[src/shared/cpi_pkg.sv]
// Constants, register map and carrier types for the crossbar port block.
// Assumes one system clock and an active-low asynchronous core reset.
package cpi_pkg;

    // ************************************************************
    // Widths
    // ************************************************************
    localparam int DATA_W = 8;
    localparam int ADDR_W = 6;
    localparam int PORT_MAX = 4;

    // ************************************************************
    // Register map: byte space below 0x20, bit space above
    // ************************************************************
    localparam logic [2:0] GRP_DATA = 3'h0;
    localparam logic [2:0] GRP_MODE = 3'h1;
    localparam logic [2:0] GRP_ALLOC = 3'h2;
    localparam logic [2:0] GRP_INDIR = 3'h3;
    localparam logic [ADDR_W-1:0] OFS_DATA0 = 6'h00;
    localparam logic [ADDR_W-1:0] OFS_MODE0 = 6'h04;
    localparam logic [ADDR_W-1:0] OFS_ALLOC0 = 6'h08;
    localparam logic [ADDR_W-1:0] OFS_INDIR0 = 6'h0C;
    localparam logic [ADDR_W-1:0] OFS_CFG_THIRD = 6'h10;
    localparam logic [ADDR_W-1:0] OFS_BIT_BASE = 6'h20;
    localparam int BIT_SPACE_POS = 5;

    // ************************************************************
    // Field positions in the third crossbar configuration register
    // ************************************************************
    localparam int XBAR_EN_POS = 4;
    localparam int PULLUP_OFF_POS = 7;

    // ************************************************************
    // Reset values
    // ************************************************************
    localparam logic [DATA_W-1:0] DATA_RST = 8'hFF;
    localparam logic [DATA_W-1:0] MODE_RST = 8'h00;
    localparam logic [DATA_W-1:0] ALLOC_RST = 8'h00;
    localparam logic [DATA_W-1:0] INDIR_RST = 8'h00;
    localparam logic [DATA_W-1:0] CFG_RST = 8'h00;

    // ************************************************************
    // Carriers
    // ************************************************************
    typedef struct packed {
        logic [ADDR_W-1:0] addr;
        logic [DATA_W-1:0] wdata;
        logic wr;
        logic rd;
        logic rmw;
    } cpi_bus_req_type;

    typedef struct packed {
        logic [DATA_W-1:0] data;
        logic [DATA_W-1:0] mode;
        logic [DATA_W-1:0] alloc;
        logic [DATA_W-1:0] indir;
    } cpi_port_cfg_type;

endpackage

[src/rtl/cpi_port_cell.sv]
// One byte-wide port: pin synchroniser and registered output drivers.
// Assumes pin_in arrives asynchronously and cfg comes from sys_clk flops.
module cpi_port_cell #(
    parameter int WIDTH = 8
) (
    input wire logic sys_clk,
    input wire logic resetn,
    input wire cpi_pkg::cpi_port_cfg_type cfg,
    input wire logic xbar_en,
    input wire logic [WIDTH-1:0] periph_level,
    input wire logic [WIDTH-1:0] pin_in,
    output logic [WIDTH-1:0] pin_out,
    output logic [WIDTH-1:0] pin_oe,
    output logic [WIDTH-1:0] pin_level
);
    import cpi_pkg::*;

    logic [WIDTH-1:0] pin_meta;
    logic [WIDTH-1:0] src_level;
    logic [WIDTH-1:0] next_oe;
    logic [WIDTH-1:0] next_out;
    logic [WIDTH-1:0] pp_gpio;
    logic [WIDTH-1:0] od_gpio;
    logic [WIDTH-1:0] pp_periph;

    // ************************************************************
    // Pin synchroniser
    // ************************************************************
    // Two stages; only the second one is seen by any logic
    always_ff @(posedge sys_clk or negedge resetn) begin
        if (!resetn) begin
            pin_meta <= '0;
            pin_level <= '0;
        end else begin
            pin_meta <= pin_in;
            pin_level <= pin_meta;
        end
    end

    // ************************************************************
    // Driver decision
    // ************************************************************
    // Allocated pins follow the peripheral, others the data latch
    always_comb begin
        src_level = (cfg.alloc & periph_level)
            | (~cfg.alloc & cfg.data);
        // Driver on only when crossbar is live and pin is not an input
        next_oe = {WIDTH{xbar_en}}
            & ~(cfg.alloc & cfg.indir);
        // Push-pull always drives; open-drain drives only a zero
        next_oe = next_oe
            & (cfg.mode | ~src_level);
        next_out = next_oe & cfg.mode & src_level;
    end

    // Registered so pins never glitch on decode changes
    always_ff @(posedge sys_clk or negedge resetn) begin
        if (!resetn) begin
            pin_oe <= '0;
            pin_out <= '0;
        end else begin
            pin_oe <= next_oe;
            pin_out <= next_out;
        end
    end

    // ************************************************************
    // Checks
    // ************************************************************
    assign pp_gpio = ~cfg.alloc & cfg.mode;
    assign od_gpio = ~cfg.alloc & ~cfg.mode;
    assign pp_periph = cfg.alloc & ~cfg.indir & cfg.mode;

    a_push_pull_drive:
    assert property (@(posedge sys_clk) disable iff (!resetn)
        xbar_en |=> ((pin_oe & $past(pp_gpio)) == $past(pp_gpio))
            && ((pin_out & $past(pp_gpio))
                == ($past(cfg.data) & $past(pp_gpio))))
    else $error("push-pull pin not driven to its data bit");

    a_open_drain_drive:
    assert property (@(posedge sys_clk) disable iff (!resetn)
        xbar_en |=> ((pin_out & $past(od_gpio)) == '0)
            && ((pin_oe & $past(od_gpio))
                == (~$past(cfg.data) & $past(od_gpio))))
    else $error("open-drain pin drive wrong");

    a_input_pin_off:
    assert property (@(posedge sys_clk) disable iff (!resetn)
        ##1 ((pin_oe & $past(cfg.alloc & cfg.indir)) == '0))
    else $error("driver on for a peripheral input pin");

    a_periph_level_out:
    assert property (@(posedge sys_clk) disable iff (!resetn)
        xbar_en |=> ((pin_out & $past(pp_periph))
            == ($past(periph_level) & $past(pp_periph))))
    else $error("allocated pin does not follow peripheral");

endmodule

[src/rtl/cpi_port_io.sv]
// Crossbar-managed port I/O for byte-wide ports 0 to 3.
// Assumes a single-cycle register port on sys_clk and async pin levels.
module cpi_port_io #(
    parameter int PORTS = 4
) (
    input wire logic sys_clk,
    input wire logic resetn,
    input wire cpi_pkg::cpi_bus_req_type bus_req,
    output logic [cpi_pkg::DATA_W-1:0] bus_rdata,
    input wire logic [PORTS*cpi_pkg::DATA_W-1:0] pin_in,
    output logic [PORTS*cpi_pkg::DATA_W-1:0] pin_out,
    output logic [PORTS*cpi_pkg::DATA_W-1:0] pin_oe,
    input wire logic [PORTS*cpi_pkg::DATA_W-1:0] periph_out,
    output logic [PORTS*cpi_pkg::DATA_W-1:0] periph_in,
    output logic pull_up_en,
    output logic xbar_active
);
    import cpi_pkg::*;

    // ************************************************************
    // Register state
    // ************************************************************
    logic [DATA_W-1:0] port_data [PORTS];
    logic [DATA_W-1:0] port_mode [PORTS];
    logic [DATA_W-1:0] port_alloc [PORTS];
    logic [DATA_W-1:0] port_indir [PORTS];
    logic [DATA_W-1:0] cfg_third;
    logic [DATA_W-1:0] pin_level [PORTS];
    cpi_port_cfg_type cell_cfg [PORTS];

    // ************************************************************
    // Address decode
    // ************************************************************
    logic in_bit_space;
    logic [2:0] grp;
    logic [1:0] pidx;
    logic [1:0] bport;
    logic [2:0] bsel;
    logic port_ok;
    logic bport_ok;
    logic cfg_sel;
    logic byte_data_sel;
    logic xbar_en;
    logic [DATA_W-1:0] next_rdata;
    logic [DATA_W-1:0] rd_pin_byte;
    logic [DATA_W-1:0] rd_latch_byte;
    logic [PORTS*DATA_W-1:0] mode_all;

    // Byte space splits into groups of four port registers
    assign in_bit_space = bus_req.addr[BIT_SPACE_POS];
    assign grp = bus_req.addr[4:2];
    assign pidx = bus_req.addr[1:0];
    assign bport = bus_req.addr[4:3];
    assign bsel = bus_req.addr[2:0];
    assign port_ok = int'(pidx) < PORTS;
    assign bport_ok = int'(bport) < PORTS;
    assign cfg_sel = (bus_req.addr == OFS_CFG_THIRD);
    assign byte_data_sel = !in_bit_space && (grp == GRP_DATA) && port_ok;

    // Crossbar enable gates every driver; pull-ups share one switch
    assign xbar_en = cfg_third[XBAR_EN_POS];
    assign xbar_active = xbar_en;
    assign pull_up_en = !cfg_third[PULLUP_OFF_POS];

    // ************************************************************
    // Port data latches
    // ************************************************************
    // Bit writes touch one latch bit; allocated pins ignore the latch
    always_ff @(posedge sys_clk or negedge resetn) begin
        if (!resetn) begin
            for (int i = 0; i < PORTS; i++) begin
                port_data[i] <= DATA_RST;
            end
        end else if (bus_req.wr) begin
            if (byte_data_sel) begin
                port_data[pidx] <= bus_req.wdata;
            end else if (in_bit_space && bport_ok) begin
                port_data[bport][bsel] <= bus_req.wdata[0];
            end
        end
    end

    // ************************************************************
    // Output mode registers
    // ************************************************************
    // Zero at reset keeps every pin open-drain until software decides
    always_ff @(posedge sys_clk or negedge resetn) begin
        if (!resetn) begin
            for (int i = 0; i < PORTS; i++) begin
                port_mode[i] <= MODE_RST;
            end
        end else if (bus_req.wr && !in_bit_space && port_ok) begin
            if (grp == GRP_MODE) begin
                port_mode[pidx] <= bus_req.wdata;
            end
        end
    end

    // ************************************************************
    // Crossbar control registers
    // ************************************************************
    // Allocation and input masks say which pins a peripheral owns
    always_ff @(posedge sys_clk or negedge resetn) begin
        if (!resetn) begin
            for (int i = 0; i < PORTS; i++) begin
                port_alloc[i] <= ALLOC_RST;
                port_indir[i] <= INDIR_RST;
            end
        end else if (bus_req.wr && !in_bit_space && port_ok) begin
            if (grp == GRP_ALLOC) begin
                port_alloc[pidx] <= bus_req.wdata;
            end else if (grp == GRP_INDIR) begin
                port_indir[pidx] <= bus_req.wdata;
            end
        end
    end

    // Enable and pull-up switch; changing routing live can glitch pins
    always_ff @(posedge sys_clk or negedge resetn) begin
        if (!resetn) begin
            cfg_third <= CFG_RST;
        end else if (bus_req.wr && cfg_sel) begin
            cfg_third <= bus_req.wdata;
        end
    end

    // ************************************************************
    // Per-port pin cells
    // ************************************************************
    // Peripherals see the same synchronised level that software reads
    for (genvar p = 0; p < PORTS; p++) begin : g_port
        assign cell_cfg[p] = '{data: port_data[p], mode: port_mode[p],
                               alloc: port_alloc[p], indir: port_indir[p]};
        assign periph_in[p*DATA_W +: DATA_W] = pin_level[p];
        assign mode_all[p*DATA_W +: DATA_W] = port_mode[p];

        cpi_port_cell #(
            .WIDTH(DATA_W)
        ) u_cell (
            .sys_clk(sys_clk),
            .resetn(resetn),
            .cfg(cell_cfg[p]),
            .xbar_en(xbar_en),
            .periph_level(periph_out[p*DATA_W +: DATA_W]),
            .pin_in(pin_in[p*DATA_W +: DATA_W]),
            .pin_out(pin_out[p*DATA_W +: DATA_W]),
            .pin_oe(pin_oe[p*DATA_W +: DATA_W]),
            .pin_level(pin_level[p])
        );
    end

    // ************************************************************
    // Read path
    // ************************************************************
    // Selected port byte, both as pin level and as stored latch
    always_comb begin
        rd_pin_byte = '0;
        rd_latch_byte = '0;
        if (port_ok) begin
            rd_pin_byte = pin_level[pidx];
            rd_latch_byte = port_data[pidx];
        end
    end

    // Plain reads see the pin, RMW reads see the latch
    always_comb begin
        next_rdata = '0;
        if (in_bit_space) begin
            if (bport_ok) begin
                next_rdata[0] = bus_req.rmw
                    ? port_data[bport][bsel]
                    : pin_level[bport][bsel];
            end
        end else if (cfg_sel) begin
            next_rdata = cfg_third;
        end else if (port_ok) begin
            case (grp)
                GRP_DATA: begin
                    // Pin levels lag writes by the output register plus the synchroniser depth
                    next_rdata = bus_req.rmw
                        ? rd_latch_byte
                        : rd_pin_byte;
                end
                GRP_MODE: begin
                    next_rdata = port_mode[pidx];
                end
                GRP_ALLOC: begin
                    next_rdata = port_alloc[pidx];
                end
                GRP_INDIR: begin
                    next_rdata = port_indir[pidx];
                end
                default: begin
                    next_rdata = '0;
                end
            endcase
        end
    end

    // Read data stand one cycle only, zero otherwise
    always_ff @(posedge sys_clk or negedge resetn) begin
        if (!resetn) begin
            bus_rdata <= '0;
        end else if (bus_req.rd) begin
            bus_rdata <= next_rdata;
        end else begin
            bus_rdata <= '0;
        end
    end

    // ************************************************************
    // Checks
    // ************************************************************
    a_drivers_held_off:
    assert property (@(posedge sys_clk) disable iff (!resetn)
        !xbar_en |=> (pin_oe == '0))
    else $error("port driver on while crossbar disabled");

    a_pin_level_read:
    assert property (@(posedge sys_clk) disable iff (!resetn)
        (bus_req.rd && !bus_req.rmw && byte_data_sel)
            |=> (bus_rdata == $past(rd_pin_byte)))
    else $error("plain port read did not return pin level");

    a_rmw_latch_read:
    assert property (@(posedge sys_clk) disable iff (!resetn)
        (bus_req.rd && bus_req.rmw && byte_data_sel)
            |=> (bus_rdata == $past(rd_latch_byte)))
    else $error("read-modify-write read did not return latch");

    a_byte_write_store:
    assert property (@(posedge sys_clk) disable iff (!resetn)
        (bus_req.wr && byte_data_sel)
            |=> (port_data[$past(pidx)] == $past(bus_req.wdata)))
    else $error("byte write to port data lost");

    a_bit_write_store:
    assert property (@(posedge sys_clk) disable iff (!resetn)
        (bus_req.wr && in_bit_space && bport_ok)
            |=> (port_data[$past(bport)][$past(bsel)]
                == $past(bus_req.wdata[0])))
    else $error("bit write to port data lost");

    a_mode_reset_zero:
    assert property (@(posedge sys_clk) disable iff (!resetn)
        $rose(resetn) |-> (mode_all == '0))
    else $error("output mode not open-drain after reset");

    a_pin_sync_delay:
    assert property (@(posedge sys_clk) disable iff (!resetn)
        ##2 (!$past(resetn, 2)
            || (pin_level[0] == $past(pin_in[DATA_W-1:0], 2))))
    else $error("pin level not two cycles behind pin");

    a_read_one_cycle:
    assert property (@(posedge sys_clk) disable iff (!resetn)
        !bus_req.rd |=> (bus_rdata == '0))
    else $error("read data held past its cycle");

endmodule

[config.mk]
export PLATFORM = sky130hd
export DESIGN_NAME = cpi_port_io
export DESIGN_NICKNAME = d
export VERILOG_FILES = /design/src/shared/cpi_pkg.sv /design/src/rtl/cpi_port_cell.sv /design/src/rtl/cpi_port_io.sv
export SDC_FILE = /design/constraint.sdc
export NUM_CORES = 1
export LEC_CHECK = 0
export ABC_AREA = 1
export BUFFER_PORTS_ARGS = -buffer_cell sky130_fd_sc_hd__buf_2
export CAP_MARGIN = 30
export CORE_ASPECT_RATIO = 2
export CORE_UTILIZATION = 35
export CTS_CLUSTER_SIZE = 10
export DETAILED_ROUTE_END_ITERATION = 8
export PLACE_DENSITY = 0.6
export SYNTH_ARGS = -nofsm -noshare
export SYNTH_HDL_FRONTEND = slang
export SYNTH_SLANG_ARGS = --single-unit
[constraint.sdc]
create_clock -name sys_clk -period 1.2 [get_ports sys_clk]
set_input_delay 0.24 -clock sys_clk [delete_from_list [all_inputs] [get_ports sys_clk]]
set_output_delay 0.24 -clock sys_clk [all_outputs]
set_load 0.01 [all_outputs]
* Word level (Yosys, flattened, before mapping)
Index checks and enable logic that the tools add are counted.
** Cells by class
- $mul :: 0
- $add $sub $neg :: 0
- Muxes and demuxes :: 45
- Divide/modulo/power cells :: 0
- Magnitude comparators :: 6
- Reductions and logical operators :: 14
- Equality and inequality tests :: 4
- Shift operators :: 0
- Bitwise logic cells :: 51
** Operators with widths (number)
- $and A8 B8 Y8 :: 28
- $bwmux W32 :: 5
- $mux W8 :: 19
- $bmux W8 S2 :: 7
- $not A8 Y8 :: 12
- $mux W32 :: 2
- $or A8 B8 Y8 :: 8
- $demux W8 S2 :: 2
- $pmux W8 S4 :: 1
- $mux W7 :: 1
- $bmux W1 S3 :: 2
- $eq A3 B2 Y1 const B :: 2
- $eq A6 B5 Y1 const B :: 1
- $ge A3 B3 Y1 const B :: 2
- $logic_and A1 B1 Y1 :: 6
- $lt A3 B1 Y1 const B :: 2
- $not A2 Y3 :: 2
- $reduce_and A2 Y1 :: 3
- $mux W1 :: 5
- $lt A3 B4 Y1 const B :: 1
- $demux W1 S3 :: 1
- $eq A3 B1 Y1 const B :: 1
- $ge A3 B1 Y1 const B :: 1
- $logic_not A3 Y1 :: 1
- 4 further kinds :: 5
** Storage, ports and cells
- Memory bits (read-only) :: 0
- Bits in registers :: 272
- Bits in latches :: 0
- Memories :: 0
- Word-level logic and storage cells :: 154
- Input port bits :: 83
- Output and inout port bits :: 106
- RAM bits :: 0

* Longest topological paths before layout
Gate-level depths: netlist (run 1).
- Word-level depth :: 9
- Mapped depth :: 14
- Depth with buffers taken out :: 12

* By module
Synthesis (run 1) repeated with hierarchy kept, for this count alone.
** Unflattened totals
- Cell total of the unflattened synthesis :: 1610
- Area, all modules :: 12944.9 um^2
** Modules (own cells, without submodules)
- cpi_port_io :: area each 8020.2 um^2, times used 1, cells an instance 1090, seq. area each 3643.5 um^2
- cpi_port_cell :: area each 1231.2 um^2, times used 4, cells an instance 130, seq. area each 800.8 um^2

* Worst setup path before layout (run 1)
OpenSTA, ideal clock, no wires.
- Kind :: in2reg
- From :: input bus_req[16] (netlist name)
- To :: register port_data (netlist bit cell_cfg[24])
- Arrival :: 1.376 ns
- Setup time :: 0.082 ns
- Required time :: 1.118 ns
- Cell stages on the path :: 7
- Setup slack :: -0.258 ns
- Buffers on the path :: 1
- Path through :: buf_2 > inv_1 > a21oi_4 > nand2_2 > inv_2 > nand2_1 > mux2_4
** On the way
- Cells in the longest elaborated chain, start to end :: 4
- Elaborated cells between the ends (all ways) :: 5
- Classes of those cells :: mux (1); reduce/logical (4)
** Ends and longest elaborated chain
- start: declaration :: line cpi_port_io.sv:8 : input wire cpi_pkg::cpi_bus_req_type bus_req,
- $logic_not A1 Y1 :: line cpi_port_io.sv:58 : assign byte_data_sel = !in_bit_space && (grp == GRP_DATA) && port_ok;
- $logic_and A1 B1 Y1 :: line cpi_port_io.sv:58
- $reduce_bool A2 Y1 (no source line)
- $reduce_and A2 Y1 (no source line)
- end signal: indexed assignment :: line cpi_port_io.sv:76 : port_data[pidx] <= bus_req.wdata;
- end signal: indexed assignment :: line cpi_port_io.sv:78 : port_data[bport][bsel] <= bus_req.wdata[0];
- end: declaration :: line cpi_port_io.sv:23 : logic [DATA_W-1:0] port_data [PORTS];
Several ways; a longest one is shown, not always the timed one.
A chain may end at the register's enable or synchronous reset.

* Worst setup path in the final report (run 1)
- From :: register port_data (netlist bit cell_cfg[121])
- To :: register bus_rdata[1] (netlist name)
** On the way
- Cells in the longest elaborated chain, start to end :: 8
** Ends and longest elaborated chain
- $bmux W8 S2 :: line cpi_port_io.sv:161 : rd_latch_byte = port_data[pidx];
- $mux W8 (not written as such) (2 in series) :: line cpi_port_io.sv:161
- $mux W8 :: line cpi_port_io.sv:181 : ? rd_latch_byte
- $pmux W8 S4 :: line cpi_port_io.sv:177 : case (grp)
- $mux W8 :: line cpi_port_io.sv:174 : end else if (cfg_sel) begin
- $mux W7 :: line cpi_port_io.sv:168 : if (in_bit_space) begin
- $mux W8 :: line cpi_port_io.sv:204 : end else if (bus_req.rd) begin
- end signal: assignment :: line cpi_port_io.sv:205 : bus_rdata <= next_rdata;
- end: declaration :: line cpi_port_io.sv:9 : output logic [cpi_pkg::DATA_W-1:0] bus_rdata,
No other way between the ends. The select of a mux whose other input is x is not followed.

==> reports/results.ini, run 1 <==
[finish]
seq_area_um2 = 6850
diodes = 0
multi_input_area_um2 = 5060
syn_to_final_growth_pct = 54.2
final_cell_area_um2 = 19100
fillCellCount = 3147
post_route_cells_drive_above_1_share = 0.403
finalNetCount = 2098

[timing]
worst_pin_slew_ns = 0.499
fmax_mhz = 666
setup_slack_ns = -0.302
setup_viol = 118
post-route-period-util = 1.25
finalHoldViolCount = 2
post-route-min-period_ns = 1.50
final_max_slew_viol_count = 0
relSlewSlack = 0.664
clock_skew_ns = 0.0152
rsz0062_at_grt = true
whs_ns = -0.0166

[synthesis]
synthCells = 1452
ys_warn_count = 0
syn_area_um2 = 12400
synth_fp_nets = 1535
ys_ff_latch = 272
avgSynthCellArea_um2 = 8.52
seq_area_frac_synth = 0.553
ys_types = 43

[clock_tree]
cts_root_buffer = clkbuf_16
cts_num_sinks = 272
clk_pin_slew_ns = 0.07
insertion_delay_ns = 0.58
cts_made_buffers = 31
cts.path.max_buffers = 3
tritoncts = done
htree_levels = 1

[grt]
grtUsageTotal = 0.299
grt_max_degree = 65
grt_pass1_vias = 12900
grt_pass1_wl_um = 77300
overflow = 0
antenna_found_initial = 0

[status]
violations = negative hold slack, negative setup slack
status = complete, but fails checks

[critical_path]
ff2ff_path_depth = 8
critPathRequiredTime_ns = 1.67
crit_path_end_kind = flip-flop
crit_fanout = 2
worstSetupStartpointType = flip-flop
r2r_slack_ns = -0.30
criticalPathCategory = flip-flop to flip-flop
regToRegEndpoint = bus_rdata[1]
r2r-start = cell_cfg[121]
worst-endpoint-arrival_ns = 1.97

[flow_run]
max_cap_viol_count = 0

[min_path]
hold_depth = 4
min_from = periph_out[23]
worst_hold_path.endpoint = g_port[2].u_cell.pin_oe[7]
hold_path_class = primary input to flip-flop

[detailed_routing]
routedWlPerCell_um = 21.4
vias = 12500
drt-pass1-iter-count = 7
vias_per_cell = 5.05
ant_nets = 0
routed_wl_um = 53200
drtIter0Drc = 653
remaining_drc_errors = 0

[die]
initial_core_util = 0.354
ios = 189
die_x_um = 135
fp-row-count = 97
chipHeight_um = 268
core_area_um2 = 35000
fp.dieArea_um2 = 36200

[placement]
post-dp-hpwl_um = 40300
io_buffers = 188
gp_congestion = 0.997
place_area_um2 = 16400

[power]
p_leak_nw = 9.31
irDropWorstVdd_mv = 1.21
finalPower_mw = 27.4
p_per_area_nw_per_um2 = 1440

[metrics by stage]
| stage | setup TNS (ns) | worst slack, ns | cells | util |
|---|---|---|---|---|
| after floorplan | -8.71 | -0.225 | 1452 | - |
| after global placement | -60.61 | -0.764 | 2331 | 0.470 |
| after global routing | -19.32 | -0.314 | 2483 | 0.546 |
| final | -15.87 | -0.302 | 2483 | 0.546 |
| after detailed placement | -62.57 | -0.823 | 2331 | 0.470 |
| after CTS | -18.65 | -0.305 | 2469 | 0.533 |
[flip-flops by register name, indices dropped and copies added (netlist names)]
| signal | count |
|---|---|
| cell_cfg | 128 |
| g_port.u_cell.pin_level | 32 |
| g_port.u_cell.pin_meta | 32 |
| g_port.u_cell.pin_oe | 32 |
| g_port.u_cell.pin_out | 32 |
| bus_rdata | 8 |
| cfg_third | 8 |
[cells in the final DEF, fill, tap and decap left out, types with 50 or more instances in the layout]
master   instances
o21ai_1        111
inv_2           50
buf_4          270
buf_6           80
nor2_1         116
inv_1          129
dfrtp_1        238
o21ai_0        105
nand2_1        307
buf_2          152
[what timing repair did]
| action | in CTS | in global routing |
|---|---|---|
| pin swaps | 58 | 80 |
| setup endpoints to repair | 139 | 192 |
| setup buffers | 43 | 16 |
| hold endpoints to repair | 291 | 1 |
| hold buffers | 40 | 1 |
| resized for setup | 145 | 137 |
| gates cloned | 1 | 0 |
[where the power goes]
group	switching [mW]	leakage [nW]	total (mW)	internal, mW
sequential	0.688	3.46	11.1	10.4
combinational	3.98	5.42	7.43	3.45
clock	3.79	0.431	8.86	5.07
total	8.46	9.31	27.4	18.9
[cell usage after synthesis, drive strengths merged]
cell     instances  area (um^2)
o21a             2         15.0
mux2i           13          130
inv            184          698
a21oi           38          205
a31oi            2         12.5
mux2             2         26.3
dfstp           32          841
clkinv           2         8.75
o2111ai          1         8.76
a211oi           1         7.51
nor2           138          639
o22ai           49          307
nor3            34          180
a211o            1         8.76
o31ai            1         7.51
dfrtp          240         6010
o21ai          236         1180
nand4           14         87.6
a22oi            9         67.6
nand3b           8         60.1
nand3           26          135
clkbuf          20         75.1
nand2          360         1400
buf             37          248
o211ai           2         15.0
[per-layer routing]
| metal | vias to the layer above | GRT usage | share of wire |
|---|---|---|---|
| met5 | - | 0 | 0 |
| met4 | 0 | 0.291 | 0.11 |
| met3 | 212 | 0.0353 | 0.043 |
| met2 | 497 | 0.552 | 0.53 |
| met1 | 5977 | 0.276 | 0.32 |
| li1 | 5846 | - | - |
[area by class of cell]
class | instances | area share
sequential | 272 | 0.359
multi-input combinational | 937 | 0.265
timing repair buffer | 587 | 0.261
clock buffer | 55 | 0.0459
inverter | 186 | 0.0381
tap | 445 | 0.0292
clock inverter | 1 | 0.00157
[cell families after synthesis]
group / synth area share
mux: 0.0126
simple gates: 0.202
buf+inv: 0.0832
compound gates: 0.149
flops: 0.553
[worst max-delay path by stage]
stage                     slack, ns       endpoint     startpoint  cells after the start
final                         -0.30   bus_rdata[1]  cell_cfg[121]                      8
after global routing          -0.31   bus_rdata[1]  cell_cfg[121]                      8
after CTS                     -0.30    xbar_active   cfg_third[4]                      2
after detailed placement      -0.82  cell_cfg[127]    bus_req[14]                      9
after global placement        -0.76   bus_rdata[0]    bus_req[11]                     11
after floorplan               -0.23   cell_cfg[24]    bus_req[15]                      8
[critical path: stages, from the launching register on]
cell      delay [ns]
dfstp_2         0.38
buf_6           0.12
a22oi_2         0.17
buf_4           0.16
nand4_1         0.20
nand3_1         0.17
nand3b_1        0.08
nand2_1         0.07
inv_1           0.04
(Power assumes the default switching activity.)
==> run 2: changes to the inputs <==
- CELL_PAD_IN_SITES_DETAIL_PLACEMENT: not set -> 1
- CELL_PAD_IN_SITES_GLOBAL_PLACEMENT: not set -> 2
- CORE_UTILIZATION: 35 -> 31
- PLACE_DENSITY: 0.6 -> 0.81
==> run 2 against run 1 <==
Compared with the run above: non-clock buffer count up 33; utilization decreased by 5.0 points; hold slack gained 0.0095 ns; maximum frequency shrank 2.9%; combinational power up 4.0%; cell count is 4.6% higher; global-route usage is 0.37 points lower; via count grew 3.6%; sequential share of layout area is 0.86 points lower; wire length up 12%; the run still ends with negative hold slack, negative setup slack left; clock-buffer cell count unchanged; sequential power hardly changed.
==> reports/results.ini, run 2 (synthesis results as in run 1) <==
[critical_path]
critPathRequiredTime_ns = 1.67  ; about the same
worst-endpoint-arrival_ns = 2.02  ; +0.05 ns
crit_slowest_cell = dfstp_2
worstSetupStartpointType = flip-flop
crit_path_end_kind = flip-flop
crit_fanout = 3  ; +1
cp_cell_sequence = buf_6, a22oi_2, buf_4, nand4_1, nand3_2, nand3b_1, nand2_1, inv_1
crit_path_max_incr_delay_ns = 0.39  ; about the same
criticalPathCategory = flip-flop to flip-flop

[status]
status = complete, but fails checks
violations = negative hold slack, negative setup slack

[power]
comb_power_share = 0.280  ; +0.009
p_leak_nw = 9.54  ; +2.6%
sw_frac_of_total = 0.317  ; +0.00765
intPower_mw = 18.8  ; -0.44%
seq_power_share = 0.402  ; -0.003
irDropWorstVdd_mv = 1.20  ; -0.60%
p_switching_mw = 8.73  ; +3.2%
finalPower_mw = 27.6  ; +0.67%
p_per_area_nw_per_um2 = 1410  ; -1.7%
clkPwrFrac = 0.318  ; -0.006

[timing]
finalHoldViolCount = 2  ; unchanged
fmax_mhz = 646  ; -2.9%
post-route-min-period_ns = 1.55  ; +0.0454 ns
setup_viol = 116  ; -1.7%
relSlewSlack = 0.644  ; -0.0202
post-route-period-util = 1.29  ; +0.0378
worst_pin_slew_ns = 0.534  ; +0.0355 ns
whs_ns = -0.00713  ; +0.00948 ns
final_max_slew_viol_count = 0  ; unchanged
setup_slack_ns = -0.347  ; -0.0454 ns
clock_skew_ns = 0.0141  ; -0.00114 ns
rsz0062_at_grt = true

[die]
die_x_um = 143  ; +6.2%
chipHeight_um = 285  ; +6.2%
initial_core_util = 0.314  ; -0.0402
ios = 189  ; unchanged
fp-row-count = 103  ; +6.2%
core_area_um2 = 39400  ; +13%
fp.dieArea_um2 = 40800  ; +13%

[detailed_routing]
drtIter0Drc = 520  ; -20%
vias = 13000  ; +3.6%
routedWlPerCell_um = 23.0  ; +7.3%
remaining_drc_errors = 0  ; unchanged
routed_wl_um = 59700  ; +12%
ant_nets = 0  ; unchanged
vias_per_cell = 5.00  ; -0.89%
drt-pass1-iter-count = 5  ; -2

[placement]
post-dp-hpwl_um = 43700  ; +8.4%
io_buffers = 188  ; unchanged
post-place-ws_ns = -0.766  ; +0.0573 ns
gp_congestion = 0.965  ; -3.2%

[clock_tree]
cts_num_sinks = 272  ; unchanged
clk_pin_slew_ns = 0.06  ; about the same
tritoncts = done
insertion_delay_ns = 0.59  ; about the same
cts_root_buffer = clkbuf_16
cts_made_buffers = 31  ; unchanged
htree_levels = 1  ; unchanged
cts.path.max_buffers = 3  ; unchanged

[grt]
grtUsageTotal = 0.295  ; -0.00366
grt_max_degree = 58  ; -11%
overflow = 0  ; unchanged
grt_pass1_vias = 14600  ; +13%
antenna_found_initial = 0  ; unchanged
grt_pass1_wl_um = 86800  ; +12%

[finish]
post_route_cells_drive_above_1_share = 0.404  ; +0.00131
final_common_cell = nand2_1
fillCellCount = 4660  ; +48%
most-common-layout-cells = nand2_1 (302), buf_4 (293), dfrtp_1 (239), inv_1 (147), buf_2 (144)
largest_reg_flops = 128  ; unchanged
diodes = 0  ; unchanged
syn_to_final_growth_pct = 57.9
finalNetCount = 2131  ; +1.6%

[min_path]
hold_path_class = primary input to flip-flop

[flow_run]
max_cap_viol_count = 0  ; unchanged

==> run 2: cell count changes in the layout (fill, tap and decap cells not counted), moves of 8 or more <==
| cell | before | now |
|---|---|---|
| buf_2 | 152 | 144 |
| buf_4 | 270 | 293 |
| buf_6 | 80 | 88 |
| inv_1 | 129 | 147 |
| inv_2 | 50 | 31 |
| o22ai_4 | 8 | 0 |
==> run 2: stage by stage <==
stage	instance area (um^2)	util	setup TNS, ns	cells
5_1_grt	19500	0.496	-21.17	2596
3_5_place_dp	16600	0.422	-69.11	2424
6_report	19500	0.496	-17.41	2596
2_1_floorplan	12600	-	-8.71	1452
3_3_place_gp	16600	0.422	-64.61	2424
4_1_cts	18900	0.480	-18.86	2575
==> run 2: worst max-delay path, delay by kind of cell, from the launching register on <==
kind	cells	cell delay, ns
compound gates	1	0.33
buf+inv	3	0.34
flops	1	0.39
simple gates	4	0.38
==> run 2: final cells by class <==
| cell class | count | area [um^2] | share of cell area |
|---|---|---|---|
| sequential | 272 | 6850 | 0.350 |
| timing repair buffer | 620 | 5330 | 0.273 |
| tap | 525 | 657 | 0.0336 |
| clock buffer | 55 | 886 | 0.0453 |
| clock inverter | 1 | 5.00 | 0.000256 |
| inverter | 186 | 728 | 0.0373 |
| multi-input combinational | 937 | 5090 | 0.260 |
==> run 2: power groups by stage <==
stage / registers, mW / logic, mW / clock network, mW
floorplan: 11.1 / 2.40 / 0
global placement: 11.2 / 6.12 / 0
detailed placement: 11.2 / 6.29 / 0
CTS: 11.1 / 7.00 / 8.92
global route: 11.2 / 8.27 / 9.25
finish: 11.1 / 7.73 / 8.77
==> run 2: layer usage <==
layer / vias to the layer above / global-route usage / share of wire
met5: - / 0 / 0
met4: 0 / 0.249 / 0.094
met3: 216 / 0.0389 / 0.035
met2: 412 / 0.555 / 0.55
met1: 6465 / 0.273 / 0.33
li1: 5893 / - / -
==> run 2: path summary, 6_finish.rpt <==
| path | start | to | slack [ns] | depth (start not counted) |
|---|---|---|---|---|
| min in group asynchronous | resetn | g_port[3].u_cell.pin_meta[7] | 0.12 | 2 |
| max in group asynchronous | resetn | cell_cfg[127] | 0.44 | 3 |
| worst max register to register | cell_cfg[89] | bus_rdata[1] | -0.35 | 8 |
| worst min-delay path | periph_out[14] | g_port[1].u_cell.pin_oe[6] | -0.007 | 4 |
| worst max-delay path | cell_cfg[89] | bus_rdata[1] | -0.35 | 8 |
| worst min register to register | g_port[3].u_cell.pin_meta[5] | g_port[3].u_cell.pin_level[5] | 0.35 | 0 |
==> run 2: repair_timing <==
| action | CTS | global route |
|---|---|---|
| hold buffers | 46 | 2 |
| endpoints found under the hold margin | 294 | 2 |
| buffers inserted | 50 | 22 |
| pin swaps | 50 | 65 |
| resized for setup | 149 | 134 |
| gates cloned | 0 | 2 |
| setup endpoints to repair | 147 | 202 |
